[src/alarm_pkg.sv]
// Package: register map, field layout and constants of the alarm unit.
package alarm_pkg;

  // ****************************************************************
  // Register offsets
  // ****************************************************************
  localparam logic [7:0] ADDR_SEC   = 8'h00; // Seconds count.
  localparam logic [7:0] ADDR_MIN   = 8'h01; // Minutes count.
  localparam logic [7:0] ADDR_HOUR  = 8'h02; // Hours count.
  localparam logic [7:0] ADDR_WDAY  = 8'h03; // Weekday count.
  localparam logic [7:0] ADDR_DATE  = 8'h04; // Date count.
  localparam logic [7:0] ADDR_A1SEC = 8'h07; // First alarm seconds.
  localparam logic [7:0] ADDR_A1MIN = 8'h08; // First alarm minutes.
  localparam logic [7:0] ADDR_A1HR  = 8'h09; // First alarm hours.
  localparam logic [7:0] ADDR_A1DD  = 8'h0A; // First alarm day/date.
  localparam logic [7:0] ADDR_A2MIN = 8'h0B; // Second alarm minutes.
  localparam logic [7:0] ADDR_A2HR  = 8'h0C; // Second alarm hours.
  localparam logic [7:0] ADDR_A2DD  = 8'h0D; // Second alarm day/date.
  localparam logic [7:0] ADDR_CTRL  = 8'h0E; // Control.
  localparam logic [7:0] ADDR_STAT  = 8'h0F; // Status.
  localparam logic [7:0] ADDR_LAST  = 8'h0F; // Pointer wraps after this.
  localparam int         NUM_REGS   = 16;    // Storage slots.

  // ****************************************************************
  // Field positions
  // ****************************************************************
  localparam int MASK_BIT      = 7; // Alarm field mask bit.
  localparam int DAY_SEL_BIT   = 6; // Day/date selector bit.
  localparam int A1_IE_BIT     = 0; // Control: first alarm enable.
  localparam int A2_IE_BIT     = 1; // Control: second alarm enable.
  localparam int ROUTE_BIT     = 2; // Control: output routing.
  localparam int A1_FLAG_BIT   = 0; // Status: first alarm flag.
  localparam int A2_FLAG_BIT   = 1; // Status: second alarm flag.
  localparam int OSC_FLAG_BIT  = 7; // Status: oscillator stopped.

  // ****************************************************************
  // Writable bits per register; the rest read as zero
  // ****************************************************************
  localparam logic [7:0] WMASK_TIME  = 8'h7F; // Seconds to hours.
  localparam logic [7:0] WMASK_WDAY  = 8'h07; // Weekday.
  localparam logic [7:0] WMASK_DATE  = 8'h3F; // Date.
  localparam logic [7:0] WMASK_ALARM = 8'hFF; // Alarm registers.
  localparam logic [7:0] WMASK_CTRL  = 8'h9F; // Control.

  // ****************************************************************
  // Reset values and serial port constants
  // ****************************************************************
  localparam logic [7:0] REG_RST    = 8'h00; // Every stored byte.
  localparam logic [6:0] SLAVE_ADDR = 7'h68; // Seven-bit bus address.
  localparam logic [3:0] BITS_BYTE  = 4'h8;  // Bits per byte.

  // Serial slave states.
  typedef enum logic [2:0] {
    ST_IDLE,
    ST_ADDR,
    ST_PTR,
    ST_WDATA,
    ST_ACK,
    ST_RDATA,
    ST_MACK
  } slave_state_t;

endpackage : alarm_pkg

[src/alarm_if.sv]
// Interface: alarm settings and current time handed to one comparator.
interface alarm_if;
  logic [7:0] al_sec;  // Alarm seconds, mask in bit 7.
  logic [7:0] al_min;  // Alarm minutes, mask in bit 7.
  logic [7:0] al_hour; // Alarm hours, mask in bit 7.
  logic [7:0] al_dd;   // Alarm day/date, mask and selector.
  logic [7:0] t_sec;   // Current seconds.
  logic [7:0] t_min;   // Current minutes.
  logic [7:0] t_hour;  // Current hours.
  logic [7:0] t_wday;  // Current weekday.
  logic [7:0] t_date;  // Current date.
  logic       match;   // Settings match the time.

  // Comparator side.
  modport cmp (input al_sec, al_min, al_hour, al_dd,
               input t_sec, t_min, t_hour, t_wday, t_date,
               output match);
  // Register file side.
  modport owner (output al_sec, al_min, al_hour, al_dd,
                 output t_sec, t_min, t_hour, t_wday, t_date,
                 input match);
endinterface : alarm_if

[src/alarm_compare.sv]
// Module: one alarm comparator with mask-selected repeat rate.
module alarm_compare
  import alarm_pkg::*;
#(
  parameter bit HAS_SECONDS = 1'b1 // Alarm owns a seconds field.
)(
  alarm_if.cmp port
);

  // ****************************************************************
  // Field equality
  // ****************************************************************
  logic       sec_eq;  // Seconds agree.
  logic       min_eq;  // Minutes agree.
  logic       hour_eq; // Hours agree, format bits included.
  logic       dd_eq;   // Weekday or date agrees.
  logic       sec_zero; // Seconds count stands at zero.
  logic [3:0] masks;   // Day, hours, minutes, seconds masks.

  // The masks form a pattern; an alarm without seconds acts as if
  // its seconds mask were set.
  always_comb
  begin
    masks    = {port.al_dd[MASK_BIT], port.al_hour[MASK_BIT],
                port.al_min[MASK_BIT],
                HAS_SECONDS ? port.al_sec[MASK_BIT] : 1'b1};
    sec_eq   = port.al_sec[6:0] == port.t_sec[6:0];
    min_eq   = port.al_min[6:0] == port.t_min[6:0];
    hour_eq  = port.al_hour[6:0] == port.t_hour[6:0];
    sec_zero = port.t_sec[6:0] == 7'h00;
    // Selector set compares weekday, clear compares date.
    dd_eq    = port.al_dd[DAY_SEL_BIT] ?
               (port.al_dd[5:0] == port.t_wday[5:0]) :
               (port.al_dd[5:0] == port.t_date[5:0]);
  end

  // ****************************************************************
  // Rate decode
  // ****************************************************************
  // Only the listed patterns can match; any other one stays silent.
  always_comb
  begin
    case (masks)
      4'b1111: port.match = HAS_SECONDS ? 1'b1 : sec_zero;
      4'b1110: port.match = HAS_SECONDS & sec_eq;
      4'b1100: port.match = HAS_SECONDS & sec_eq & min_eq;
      4'b1000: port.match = HAS_SECONDS & sec_eq & min_eq & hour_eq;
      4'b0000: port.match = HAS_SECONDS & sec_eq & min_eq & hour_eq
                            & dd_eq;
      4'b1101: port.match = !HAS_SECONDS & min_eq;
      4'b1001: port.match = !HAS_SECONDS & min_eq & hour_eq;
      4'b0001: port.match = !HAS_SECONDS & min_eq & hour_eq
                            & dd_eq;
      default: port.match = 1'b0;
    endcase
  end

endmodule : alarm_compare

[src/dual_alarm_match_unit.sv]
// Module: two-alarm match unit behind a two-wire serial slave port.
//
// Contract
// - Bit 7 masks its alarm field.
// - No masks: match all time registers.
// - Selector picks date or weekday compare.
// - Match sets the alarm's status flag.
// - Enabled set flag drives an interrupt pin.
// - Compare only at once-per-second update.
// - Control bit chooses interrupt output arrangement.
// - First alarm all masks: every second.
// - First alarm: seconds match.
// - First alarm: minutes and seconds match.
// - First alarm: hours, minutes, seconds match.
// - First alarm: full match with day/date.
// - Second alarm all masks: at seconds 00.
// - Second alarm: minutes match.
// - Second alarm: hours and minutes match.
// - Second alarm: full match with day/date.
// - Idle lines stay high, released.
// - Start/stop are data edges, clock high.
// - Data changes at clock low, sampled high.
// - Answer only to own slave address.
// - Writing zero clears flag, one keeps.
// - Routing bit picks dedicated or shared pin.
module dual_alarm_match_unit
  import alarm_pkg::*;
(
  input  wire logic clk_sys_i,      // System clock, 125 MHz.
  input  wire logic rst_i,          // Asynchronous reset, high.
  input  wire logic scl_i,          // Serial clock pin level.
  input  wire logic sda_i,          // Serial data pin level.
  output logic      sda_o,          // Serial data drive value.
  output logic      sda_oe_o,       // Serial data pulled low.
  input  wire logic second_tick_i,  // Once-per-second update.
  output logic      dedicated_irq_pin_n_o,       // Dedicated irq.
  output logic      square_or_shared_irq_pin_n_o // Shared irq.
);

  // ****************************************************************
  // Pin synchronisers
  // ****************************************************************
  logic [2:0] scl_sync_q; // Three-stage chain for the clock pin.
  logic [2:0] sda_sync_q; // Three-stage chain for the data pin.
  logic       scl_q;      // Filtered clock level.
  logic       sda_q;      // Filtered data level.
  logic       scl_prev_q; // Filtered clock one cycle back.
  logic       sda_prev_q; // Filtered data one cycle back.

  // The pins start high, as an idle bus does.
  always_ff @(posedge clk_sys_i or posedge rst_i)
  begin
    if (rst_i)
    begin
      scl_sync_q <= 3'h7;
      sda_sync_q <= 3'h7;
    end
    else
    begin
      scl_sync_q <= {scl_sync_q[1:0], scl_i};
      sda_sync_q <= {sda_sync_q[1:0], sda_i};
    end
  end

  // A level counts only once the second and third stages agree,
  // which also rejects single-cycle glitches on the bus.
  always_ff @(posedge clk_sys_i or posedge rst_i)
  begin
    if (rst_i)
    begin
      scl_q      <= 1'b1;
      sda_q      <= 1'b1;
      scl_prev_q <= 1'b1;
      sda_prev_q <= 1'b1;
    end
    else
    begin
      if (scl_sync_q[1] == scl_sync_q[2])
      begin
        scl_q <= scl_sync_q[2];
      end
      if (sda_sync_q[1] == sda_sync_q[2])
      begin
        sda_q <= sda_sync_q[2];
      end
      scl_prev_q <= scl_q;
      sda_prev_q <= sda_q;
    end
  end

  // ****************************************************************
  // Bus events
  // ****************************************************************
  logic scl_rise;  // Clock went high: receiver samples here.
  logic scl_fall;  // Clock went low: transmitter changes here.
  logic bus_start; // Data fell while clock high.
  logic bus_stop;  // Data rose while clock high.

  // Both edges of the data line are judged against a steady clock.
  always_comb
  begin
    scl_rise  = scl_q & !scl_prev_q;
    scl_fall  = !scl_q & scl_prev_q;
    bus_start = scl_q & scl_prev_q & sda_prev_q & !sda_q;
    bus_stop  = scl_q & scl_prev_q & !sda_prev_q & sda_q;
  end

  // ****************************************************************
  // Register storage and read decode
  // ****************************************************************
  logic [7:0] regs_q [NUM_REGS]; // Time, alarm and control bytes.
  logic       a1_flag_q;        // First alarm flag.
  logic       a2_flag_q;        // Second alarm flag.
  logic       osc_flag_q;       // Oscillator stopped flag.
  logic [7:0] ptr_q;            // Register pointer.
  logic [7:0] rd_data;          // Byte at the pointer.
  logic [7:0] shift_q;          // Receive shift register.
  logic       wr_stb;           // Host writes a data byte now.

  // Writable bits of each slot; months and years are not kept here
  // and read as zero, as do the unused high bits.
  function automatic logic [7:0] wmask(input logic [7:0] idx);
    case (idx)
      ADDR_SEC, ADDR_MIN, ADDR_HOUR: wmask = WMASK_TIME;
      ADDR_WDAY:  wmask = WMASK_WDAY;
      ADDR_DATE:  wmask = WMASK_DATE;
      ADDR_A1SEC, ADDR_A1MIN, ADDR_A1HR, ADDR_A1DD,
      ADDR_A2MIN, ADDR_A2HR, ADDR_A2DD: wmask = WMASK_ALARM;
      ADDR_CTRL:  wmask = WMASK_CTRL;
      default:    wmask = 8'h00;
    endcase
  endfunction : wmask

  // Status is assembled from the live flags; every other slot reads
  // back its stored byte.
  always_comb
  begin
    if (ptr_q == ADDR_STAT)
    begin
      rd_data                = 8'h00;
      rd_data[OSC_FLAG_BIT]  = osc_flag_q;
      rd_data[A2_FLAG_BIT]   = a2_flag_q;
      rd_data[A1_FLAG_BIT]   = a1_flag_q;
    end
    else
    begin
      rd_data = regs_q[ptr_q[3:0]];
    end
  end

  // One write port for all slots; the mask keeps reserved bits at zero.
  always_ff @(posedge clk_sys_i or posedge rst_i)
  begin
    if (rst_i)
    begin
      for (int i = 0; i < NUM_REGS; i++)
      begin
        regs_q[i] <= REG_RST;
      end
    end
    else if (wr_stb)
    begin
      regs_q[ptr_q[3:0]] <= shift_q & wmask(ptr_q);
    end
  end

  // ****************************************************************
  // Alarm comparators
  // ****************************************************************
  alarm_if al_first ();  // First alarm, with seconds.
  alarm_if al_second (); // Second alarm, no seconds field.

  // The same current time feeds both comparators.
  assign al_first.t_sec   = regs_q[ADDR_SEC[3:0]];
  assign al_first.t_min   = regs_q[ADDR_MIN[3:0]];
  assign al_first.t_hour  = regs_q[ADDR_HOUR[3:0]];
  assign al_first.t_wday  = regs_q[ADDR_WDAY[3:0]];
  assign al_first.t_date  = regs_q[ADDR_DATE[3:0]];
  assign al_first.al_sec  = regs_q[ADDR_A1SEC[3:0]];
  assign al_first.al_min  = regs_q[ADDR_A1MIN[3:0]];
  assign al_first.al_hour = regs_q[ADDR_A1HR[3:0]];
  assign al_first.al_dd   = regs_q[ADDR_A1DD[3:0]];

  assign al_second.t_sec   = regs_q[ADDR_SEC[3:0]];
  assign al_second.t_min   = regs_q[ADDR_MIN[3:0]];
  assign al_second.t_hour  = regs_q[ADDR_HOUR[3:0]];
  assign al_second.t_wday  = regs_q[ADDR_WDAY[3:0]];
  assign al_second.t_date  = regs_q[ADDR_DATE[3:0]];
  assign al_second.al_sec  = 8'h80;
  assign al_second.al_min  = regs_q[ADDR_A2MIN[3:0]];
  assign al_second.al_hour = regs_q[ADDR_A2HR[3:0]];
  assign al_second.al_dd   = regs_q[ADDR_A2DD[3:0]];

  // First alarm comparator.
  alarm_compare #(
    .HAS_SECONDS (1'b1)
  ) u_first (
    .port (al_first.cmp)
  );

  // Second alarm comparator.
  alarm_compare #(
    .HAS_SECONDS (1'b0)
  ) u_second (
    .port (al_second.cmp)
  );

  // ****************************************************************
  // Alarm flags
  // ****************************************************************
  logic a1_set;   // First alarm matched at this update.
  logic a2_set;   // Second alarm matched at this update.
  logic stat_wr;  // Host writes the status byte now.

  // Matches only count on the update strobe, never in between, so a
  // host rewriting time fields cannot raise a stray flag.
  always_comb
  begin
    a1_set  = second_tick_i & al_first.match;
    a2_set  = second_tick_i & al_second.match;
    stat_wr = wr_stb && (ptr_q == ADDR_STAT);
  end

  // A set in the same cycle as a clearing write wins, so no match
  // is lost; writing one to a flag leaves it as it is.
  always_ff @(posedge clk_sys_i or posedge rst_i)
  begin
    if (rst_i)
    begin
      a1_flag_q  <= 1'b0;
      a2_flag_q  <= 1'b0;
      osc_flag_q <= 1'b0;
    end
    else
    begin
      if (a1_set)
      begin
        a1_flag_q <= 1'b1;
      end
      else if (stat_wr)
      begin
        a1_flag_q <= a1_flag_q & shift_q[A1_FLAG_BIT];
      end
      if (a2_set)
      begin
        a2_flag_q <= 1'b1;
      end
      else if (stat_wr)
      begin
        a2_flag_q <= a2_flag_q & shift_q[A2_FLAG_BIT];
      end
      if (stat_wr)
      begin
        osc_flag_q <= osc_flag_q & shift_q[OSC_FLAG_BIT];
      end
    end
  end

  // ****************************************************************
  // Interrupt outputs
  // ****************************************************************
  logic irq_active; // Some enabled flag is set.
  logic route_sel;  // Routing bit from the control byte.

  always_comb
  begin
    irq_active = (a1_flag_q & regs_q[ADDR_CTRL[3:0]][A1_IE_BIT]) |
                 (a2_flag_q & regs_q[ADDR_CTRL[3:0]][A2_IE_BIT]);
    route_sel  = regs_q[ADDR_CTRL[3:0]][ROUTE_BIT];
  end

  // Both alarms share whichever pin the routing bit names; the other
  // pin stays high since no square wave is produced here.
  always_ff @(posedge clk_sys_i or posedge rst_i)
  begin
    if (rst_i)
    begin
      dedicated_irq_pin_n_o        <= 1'b1;
      square_or_shared_irq_pin_n_o <= 1'b1;
    end
    else
    begin
      dedicated_irq_pin_n_o        <= !(irq_active & !route_sel);
      square_or_shared_irq_pin_n_o <= !(irq_active & route_sel);
    end
  end

  // ****************************************************************
  // Serial slave
  // ****************************************************************
  slave_state_t state_q;  // Slave state.
  slave_state_t next_q;   // State after the acknowledge bit.
  logic [3:0]   bcnt_q;   // Bits taken in the current byte.
  logic [7:0]   tx_q;     // Transmit shift register.
  logic         nack_q;   // Master declined the last byte.

  // A byte completes at the falling edge after its eighth bit.
  always_comb
  begin
    wr_stb = scl_fall && (state_q == ST_WDATA) && (bcnt_q == BITS_BYTE);
  end

  // The data pin is open drain: it is only ever pulled low.
  always_ff @(posedge clk_sys_i or posedge rst_i)
  begin
    if (rst_i)
    begin
      sda_o <= 1'b0;
    end
    else
    begin
      sda_o <= 1'b0;
    end
  end

  // Protocol engine. Start and stop override every state, so a lost
  // master can always resynchronise the slave.
  always_ff @(posedge clk_sys_i or posedge rst_i)
  begin
    if (rst_i)
    begin
      state_q  <= ST_IDLE;
      next_q   <= ST_IDLE;
      bcnt_q   <= 4'h0;
      shift_q  <= 8'h00;
      tx_q     <= 8'h00;
      ptr_q    <= 8'h00;
      nack_q   <= 1'b0;
      sda_oe_o <= 1'b0;
    end
    else if (bus_start)
    begin
      state_q  <= ST_ADDR;
      bcnt_q   <= 4'h0;
      sda_oe_o <= 1'b0;
    end
    else if (bus_stop)
    begin
      state_q  <= ST_IDLE;
      sda_oe_o <= 1'b0;
    end
    else if (scl_rise)
    begin
      // Receiver side samples while the clock is high.
      if (state_q == ST_MACK)
      begin
        nack_q <= sda_q;
      end
      else if (state_q != ST_IDLE && state_q != ST_ACK)
      begin
        shift_q <= {shift_q[6:0], sda_q};
        bcnt_q  <= bcnt_q + 4'h1;
      end
    end
    else if (scl_fall)
    begin
      case (state_q)
        ST_ADDR:
        begin
          if (bcnt_q == BITS_BYTE)
          begin
            bcnt_q <= 4'h0;
            if (shift_q[7:1] == SLAVE_ADDR)
            begin
              sda_oe_o <= 1'b1;
              state_q  <= ST_ACK;
              next_q   <= shift_q[0] ? ST_RDATA : ST_PTR;
            end
            else
            begin
              state_q <= ST_IDLE;
            end
          end
        end
        ST_PTR:
        begin
          if (bcnt_q == BITS_BYTE)
          begin
            bcnt_q   <= 4'h0;
            ptr_q    <= shift_q;
            sda_oe_o <= 1'b1;
            state_q  <= ST_ACK;
            next_q   <= ST_WDATA;
          end
        end
        ST_WDATA:
        begin
          if (bcnt_q == BITS_BYTE)
          begin
            bcnt_q   <= 4'h0;
            ptr_q    <= (ptr_q == ADDR_LAST) ? 8'h00 : ptr_q + 8'h01;
            sda_oe_o <= 1'b1;
            state_q  <= ST_ACK;
            next_q   <= ST_WDATA;
          end
        end
        ST_ACK, ST_MACK:
        begin
          // Release after the acknowledge; on a read, the next byte
          // goes out unless the master said no.
          if (next_q == ST_RDATA && !(state_q == ST_MACK && nack_q))
          begin
            tx_q     <= {rd_data[6:0], 1'b0};
            sda_oe_o <= !rd_data[7];
            ptr_q    <= (ptr_q == ADDR_LAST) ? 8'h00 : ptr_q + 8'h01;
            bcnt_q   <= 4'h0;
            state_q  <= ST_RDATA;
          end
          else
          begin
            sda_oe_o <= 1'b0;
            state_q  <= (state_q == ST_MACK) ? ST_IDLE : next_q;
          end
        end
        ST_RDATA:
        begin
          if (bcnt_q == BITS_BYTE)
          begin
            sda_oe_o <= 1'b0;
            bcnt_q   <= 4'h0;
            state_q  <= ST_MACK;
          end
          else
          begin
            sda_oe_o <= !tx_q[7];
            tx_q     <= {tx_q[6:0], 1'b0};
          end
        end
        ST_IDLE:
        begin
          sda_oe_o <= 1'b0;
        end
        default:
        begin
          state_q  <= ST_IDLE;
          sda_oe_o <= 1'b0;
        end
      endcase
    end
  end

endmodule : dual_alarm_match_unit

[config.mk]
export PLATFORM = sky130hd
export DESIGN_NAME = dual_alarm_match_unit
export DESIGN_NICKNAME = d
export VERILOG_FILES = /design/src/alarm_pkg.sv /design/src/alarm_if.sv /design/src/alarm_compare.sv /design/src/dual_alarm_match_unit.sv
export SDC_FILE = /design/constraint.sdc
export NUM_CORES = 1
export LEC_CHECK = 0
export ABC_AREA = 0
export BUFFER_PORTS_ARGS = -buffer_cell sky130_fd_sc_hd__buf_2
export CORE_UTILIZATION = 55
export CTS_CLUSTER_DIAMETER = 60
export CTS_CLUSTER_SIZE = 25
export DETAILED_ROUTE_END_ITERATION = 7
export GPL_TIMING_DRIVEN = 0
export PLACE_DENSITY = 0.83
export SYNTH_ARGS = -nofsm -noshare
export SYNTH_HDL_FRONTEND = slang
export SYNTH_SLANG_ARGS = --single-unit
[constraint.sdc]
create_clock -name clk_sys_i -period 6.1 [get_ports clk_sys_i]
set_clock_uncertainty 0.1 [all_clocks]
set_input_delay 1.22 -clock clk_sys_i [delete_from_list [all_inputs] [get_ports clk_sys_i]]
set_output_delay 1.22 -clock clk_sys_i [all_outputs]
set_load 0.01 [all_outputs]
==> results of run 1 <==
cell usage after synthesis, drive strengths merged, types with 3 or more instances:
library cell,n
a21o,3
a21oi,18
a22oi,9
a31oi,7
and2,7
and3,5
buf,18
clkbuf,35
dfrtp,166
dfstp,12
ha,11
inv,17
mux2,9
mux2i,15
mux4,39
nand2,147
nand2b,5
nand3,23
nand3b,3
nand4,10
nor2,19
nor2b,6
nor3,7
nor4,12
o211ai,6
o21ai,145
o22ai,4
o31ai,5
or2,3
xnor2,27
xor2,21
stage by stage:
stage | setup slack (ps) | area, µm²
after global placement | 1480 | 9380
after floorplan | 2510 | 9070
after global routing | 2480 | 10100
final | 2570 | 10100
after CTS | 2720 | 10100
after detailed placement | 2760 | 9460
registers in the layout (all words and copies together), names as in the netlist, 8 cells and up:
register	cells
al_first.al_dd	8
ptr_q	8
al_first.t_hour	8
al_second.al_hour	8
al_first.al_min	8
al_first.al_hour	8
al_first.t_wday	8
al_first.t_min	8
regs_q	32
al_first.t_sec	8
al_first.al_sec	8
al_second.al_min	8
al_second.al_dd	8
al_first.t_date	8
shift_q	8
power by group through the flow:
stage,sequential [W],clock [W],combinational (W)
3_5_place_dp,0.00131,0,0.000314
6_report,0.00129,0.00115,0.000327
5_1_grt,0.00129,0.00120,0.000349
4_1_cts,0.00129,0.00115,0.000317
3_3_place_gp,0.00131,0,0.000302
2_1_floorplan,0.00128,0,0.000190
path summary, 6_finish.rpt:
check | to | from | slack [ps]
setup / recovery | al_first.t_sec[3]$_DFFE_PP0P_ | ptr_q[1]$_DFFE_PP0P_ | 2570
hold / removal | sda_sync_q[1]$_DFF_PP1_ | sda_sync_q[0]$_DFF_PP1_ | 250
setup reg to reg | al_first.t_sec[3]$_DFFE_PP0P_ | ptr_q[1]$_DFFE_PP0P_ | 2570
hold reg to reg | sda_sync_q[1]$_DFF_PP1_ | sda_sync_q[0]$_DFF_PP1_ | 250
max in group asynchronous | al_first.al_dd[5]$_DFFE_PP0P_ | rst_i | 4370
min in group asynchronous | al_first.t_date[6]$_DFFE_PP0P_ | rst_i | 710
logic make-up (layout without fill, tap and decap cells):
kind of cell	count (synthesis)	count (layout)
simple gates	257	257
compound gates	221	221
flops	178	178
buf+inv	70	113
mux	63	63
xor+xnor	48	48
fa+ha+maj	13	13
other cells	1	2
layer usage:
layer,track usage,wire length (µm),up-vias
met5,0,0,-
met4,0.175,1380,0
met1,0.450,10600,3574
met3,0.109,2940,127
met2,0.494,11700,449
li1,-,-,3149
layout make-up:
type | count | area share
Sequential cell | 178 | 0.444
Multi-Input combinational cell | 603 | 0.425
Clock buffer | 21 | 0.0457
Tap cell | 216 | 0.0268
Buffer | 53 | 0.0256
Clock inverter | 11 | 0.0150
Timing Repair Buffer | 11 | 0.0114
Inverter | 17 | 0.00671
Antenna cell | 1 | 0.000248
critical path, stage by stage, from the launching register on:
cell and delay [ps]:
dfrtp_1 370, buf_2 320, buf_1 570, inv_1 200, ha_1 350, nand2_1 80, and3_1 230, nand3_1 310
clkbuf_1 630, o21ai_0 200
==> reports/qor.yml, run 1 <==
run_status:
  status: "completed"
yosys:
  synthAdderAreaFrac: 0.0174
  synth_top_area_frac: 0.458
  ys_ff_latch: 178
  synth_compound_area_frac: 0.141
  syn_nets: 867
  yosysTopAreaCell: "dfrtp_1"
  synthTopCellsByArea: "dfrtp_1 (46%), mux4_1 (7.5%), o21ai_0 (6.9%)"
  synth_top_family_by_area: "compound AO/OA/AOI/OAI gates"
  synthArstFlopShare: 1.00
  ys_seq_area_frac: 0.493
  yosys.area_share.simple: 0.131
  synthMuxAreaShare: 0.135
  synth_edf_count: 0
  netlist_area_um2: 9070
  synthFlopType: "dfrtp_1"
  syn_inst: 851
  synth_xor_area_frac: 0.0464
  synth_warnings: 0
  synthDistinctLibCells: 66
  synth.avg_cell_area_um2: 10.7
finish:
  final_core_utilization: 0.630
  final_cells: 1111
  register_area_um2: 4470
  multiInputGateArea_um2: 4280
  synthToLayoutAreaGrowth_pct: 11.1
  drive_gt1_frac: 0.112
  final_cell_mix: "dfrtp_1 (166), nand2_1 (147), o21ai_0 (125), clkbuf_1 (36), xnor2_1 (27)"
  n_fill_cell: 1276
  final_common_cell: "dfrtp_1"
  fin_nets: 897
power_and_ir_drop:
  powerDensity_nw_per_um2: 274
  combPwrFrac: 0.118
  p_sw_frac: 0.283
  internal-power_w: 0.00198
  seq_power_share: 0.466
  cellLeakagePower_nw: 4.36
  ir_drop_v: 0.000255
  p_switching_w: 0.000782
  power_w: 0.00276
  power_frac_clock: 0.416
worst_hold_path:
  holdPathStages: 0
  hp-class: "reg -> reg"
floorplanning:
  die_w_um: 130
  pin_count: 9
  start_util: 0.567
  rows: 46
  core-area_um2: 16000
  die_y_um: 130
  die_area_um2: 17000
timing:
  final_hold_viol_count: 0
  fmax_mhz: 283
  tightest_slew_ps: 1180
  finalCriticalPeriod_ps: 3530
  fin_hold_ws_ps: 252
  post-route-period-util: 0.579
  setup_violations: 0
  slew_headroom: 0.216
  rsz0062_at_grt: "no"
  slew_violations: 0
  setup_tns_ps: 0
detailed_routing:
  wire_per_inst_um: 23.9
  drcViolationCount: 0
  num_vias: 7299
  ant_nets: 0
  first_pass_iters: 6
  routed_wirelength_mm: 26.6
  drt_iter0_drc: 920
  via_per_inst: 6.57
clock_network:
  clockBufferDepth: 2
  clk_pin_slew_ps: 70
  post_cts_buffers: 0
  clk_latency_ps: 440
  root_buffer: "clkbuf_16"
  htreeDepth: 4
  cts.sinks: 178
  cts_resized: 0
  numCtsBuffers: 17
  cts_tree: "yes"
  cts_hold_buf: 0
placement:
  port_buffers: 7
  dp_hpwl_mm: 18.5
  gp_congestion: 0.983
  placedCellCount: 1078
global_route:
  grt_pass1_vias: 7117
  antenna_found_initial: 0
  grt_overflow_total: 0
  grt_start_max_net_pins: 46
  grt_usage: 0.337
  grt_pass1_wl_mm: 41.3
setup_path:
  arrival_ps: 3720
  cp-start-kind: "flip-flop"
  ff2ff_path_depth: 9
  critPathRequiredTime_ps: 6290
  end_kind: "flip-flop"
  path_class: "reg -> reg"
  crit_fanout: 10
run:
  max_cap_violations: 0
Note: power is estimated with default switching activity, not from simulation.
==> run 2, diff against run 1 <==
Clock period 6.1 ns to 2.8 ns, I/O delays scaled along.
==> run 2 against run 1 <==
Net effect: sequential share of layout area down 0.41 points; critical path depth down 3; utilization up 0.59 points; largest cell class unchanged; design area up 0.93%.
==> reports/qor.yml, run 2 (synthesized netlist as in run 1, its figures left out) <==
detailed_routing:
  drt_iter0_drc: 898  # was 920
  first_pass_iters: 6  # unchanged
  via_per_inst: 6.66  # was 6.57
  routed_wirelength_mm: 26.8  # was 26.6 mm
  drcViolationCount: 0  # unchanged
  wire_per_inst_um: 24.1  # was 23.9 µm
  ant_nets: 0  # unchanged
  num_vias: 7383  # was 7299
timing:
  fmax_mhz: 369  # was 283 MHz
  post-route-period-util: 0.968  # was 0.579
  slew_violations: 0  # unchanged
  setup_violations: 0  # unchanged
  setup_tns_ps: 0  # unchanged
  finalCriticalPeriod_ps: 2710  # was 3530 ps
  rsz0062_at_grt: "no"  # unchanged
  slew_headroom: 0.447  # was 0.216
  layout_setup_ws_ps: 89.1  # was 2570 ps
  fin_hold_ws_ps: 46.8  # was 252 ps
  final_hold_viol_count: 0  # unchanged
  tightest_slew_ps: 826  # was 1180 ps
clock_network:
  root_buffer: "clkbuf_16"  # unchanged
  numCtsBuffers: 17  # unchanged
  cts.sinks: 178  # unchanged
  clockBufferDepth: 2  # unchanged
  htreeDepth: 4  # unchanged
  clk_latency_ps: 450  # was 440 ps
  clk_pin_slew_ps: 70  # about the same
  cts_tree: "yes"  # unchanged
floorplanning:
  die_y_um: 130  # unchanged
  die_w_um: 130  # unchanged
  rows: 46  # unchanged
  start_util: 0.567  # unchanged
  pin_count: 9  # unchanged
  core-area_um2: 16000  # unchanged
  die_area_um2: 17000  # unchanged
power_and_ir_drop:
  seq_power_share: 0.464  # was 0.466
  powerDensity_nw_per_um2: 595  # was 274 nW/µm²
  power_frac_clock: 0.416  # about the same
  cellLeakagePower_nw: 4.39  # was 4.36 nW
  power_w: 0.00605  # was 0.00276 W
  p_sw_frac: 0.283  # about the same
  combPwrFrac: 0.119  # was 0.118
  ir_drop_v: 0.000555  # was 0.000255 V
  p_switching_w: 0.00171  # was 0.000782 W
  internal-power_w: 0.00434  # was 0.00198 W
placement:
  dp_worst_setup_slack_ps: -539  # was 2760 ps
  gp_congestion: 0.983  # unchanged
  dpl_cell_area_um2: 9460  # unchanged
  port_buffers: 7  # unchanged
  dp_hpwl_mm: 18.5  # unchanged
setup_path:
  critPathRequiredTime_ps: 3010  # was 6290 ps
  cp-start-kind: "flip-flop"  # unchanged
  arrival_ps: 2920  # was 3720 ps
  path_class: "reg -> reg"  # unchanged
  end_kind: "flip-flop"  # unchanged
  crit_fanout: 10  # unchanged
finish:
  final_cell_mix: "dfrtp_1 (166), nand2_1 (145), o21ai_0 (125), xnor2_1 (27)"  # was dfrtp_1 (166), nand2_1 (147), o21ai_0 (125), clkbuf_1 (36), xnor2_1 (27)
  regMostFlops: "regs_q"  # unchanged
  synthToLayoutAreaGrowth_pct: 12.1  # was 11.1%
  drive_gt1_frac: 0.141  # was 0.112
  fin_nets: 896  # was 897
  largest_register_ffs: 32  # unchanged
  final_area_um2: 10200  # was 10100 µm²
  final_common_cell: "dfrtp_1"  # unchanged
  n_fill_cell: 1257  # was 1276
  antennaDiodeCount: 0  # was 1
run:
  max_cap_violations: 0  # unchanged
worst_hold_path:
  hp-class: "in -> async"  # was reg -> reg
run_status:
  status: "completed"  # unchanged
global_route:
  antenna_found_initial: 0  # unchanged
  grt_pass1_vias: 7088  # was 7117
  grt_overflow_total: 0  # unchanged
  grt_pass1_wl_mm: 41.3  # about the same
  grt_start_max_net_pins: 46  # unchanged
  grt_usage: 0.338  # was 0.337
## run 2: cell types whose count changed in the layout (fill, tap and decap cells not counted), moves of 2 or more
cell	change
nand3_2	+10
nor4_2	+2
clkbuf_4	+4
clkbuf_1	-10
nor4_1	-2
nand3_1	-10
clkbuf_2	+5
nand2_2	+2
nand2_1	-2
## run 2: per-stage QoR
step | instances | utilization
finish | 1109 | 0.635
global route | 1109 | 0.635
CTS | 1110 | 0.631
detailed placement | 1078 | 0.591
global placement | 1074 | 0.586
floorplan | 851 | -
## run 2: layer usage
layer | global-route usage | vias up | routed length, µm
met5 | 0 | - | 0
met4 | 0.153 | 0 | 1190
met3 | 0.116 | 114 | 3120
met2 | 0.503 | 493 | 11900
met1 | 0.448 | 3626 | 10500
li1 | - | 3150 | -
## run 2: path summary, 6_finish.rpt
kind | startpoint | endpoint | slack (ps) | cells past startpoint
setup / recovery | ptr_q[1]$_DFFE_PP0P_ | tx_q[5]$_DFFE_PP0P_ | 90 | 6
hold / removal | rst_i | al_first.t_date[6]$_DFFE_PP0P_ | 50 | 2
min in group clk_sys_i | scl_i | scl_sync_q[0]$_DFF_PP1_ | 110 | 1
hold reg to reg | sda_sync_q[0]$_DFF_PP1_ | sda_sync_q[1]$_DFF_PP1_ | 250 | 0
max in group asynchronous | rst_i | al_first.al_dd[5]$_DFFE_PP0P_ | 1730 | 4
setup reg to reg | ptr_q[1]$_DFFE_PP0P_ | tx_q[5]$_DFFE_PP0P_ | 90 | 6
## run 2: timing repair
action / in CTS / in global routing
hold buffers: 0 / 0
buffers inserted: 0 / 0
resized for setup: 10 / 27
endpoints found under the setup margin: 74 / 95
## run 2: final cells by class
cell class	count	area (µm²)	area share
buffer	52	279	0.0274
inverter	17	67.6	0.00665
multi-input combinational	603	4350	0.428
timing repair buffer	11	115	0.0113
clock inverter	11	151	0.0149
sequential	178	4470	0.440
tap	216	270	0.0266
clock buffer	21	460	0.0453
## run 2: critical path, stage by stage, from the launching register on
cell	delay, ps
dfrtp_1	370
clkbuf_4	280
clkbuf_1	530
mux4_1	480
mux4_2	540
a22oi_1	190
o21ai_1	70
## run 2: power by group through the flow
stage | sequential, W | clock (W) | combinational, W
2_1_floorplan | 0.00280 | 0 | 0.000414
3_3_place_gp | 0.00285 | 0 | 0.000658
3_5_place_dp | 0.00285 | 0 | 0.000684
4_1_cts | 0.00280 | 0.00251 | 0.000701
5_1_grt | 0.00282 | 0.00262 | 0.000777
6_report | 0.00281 | 0.00252 | 0.000722
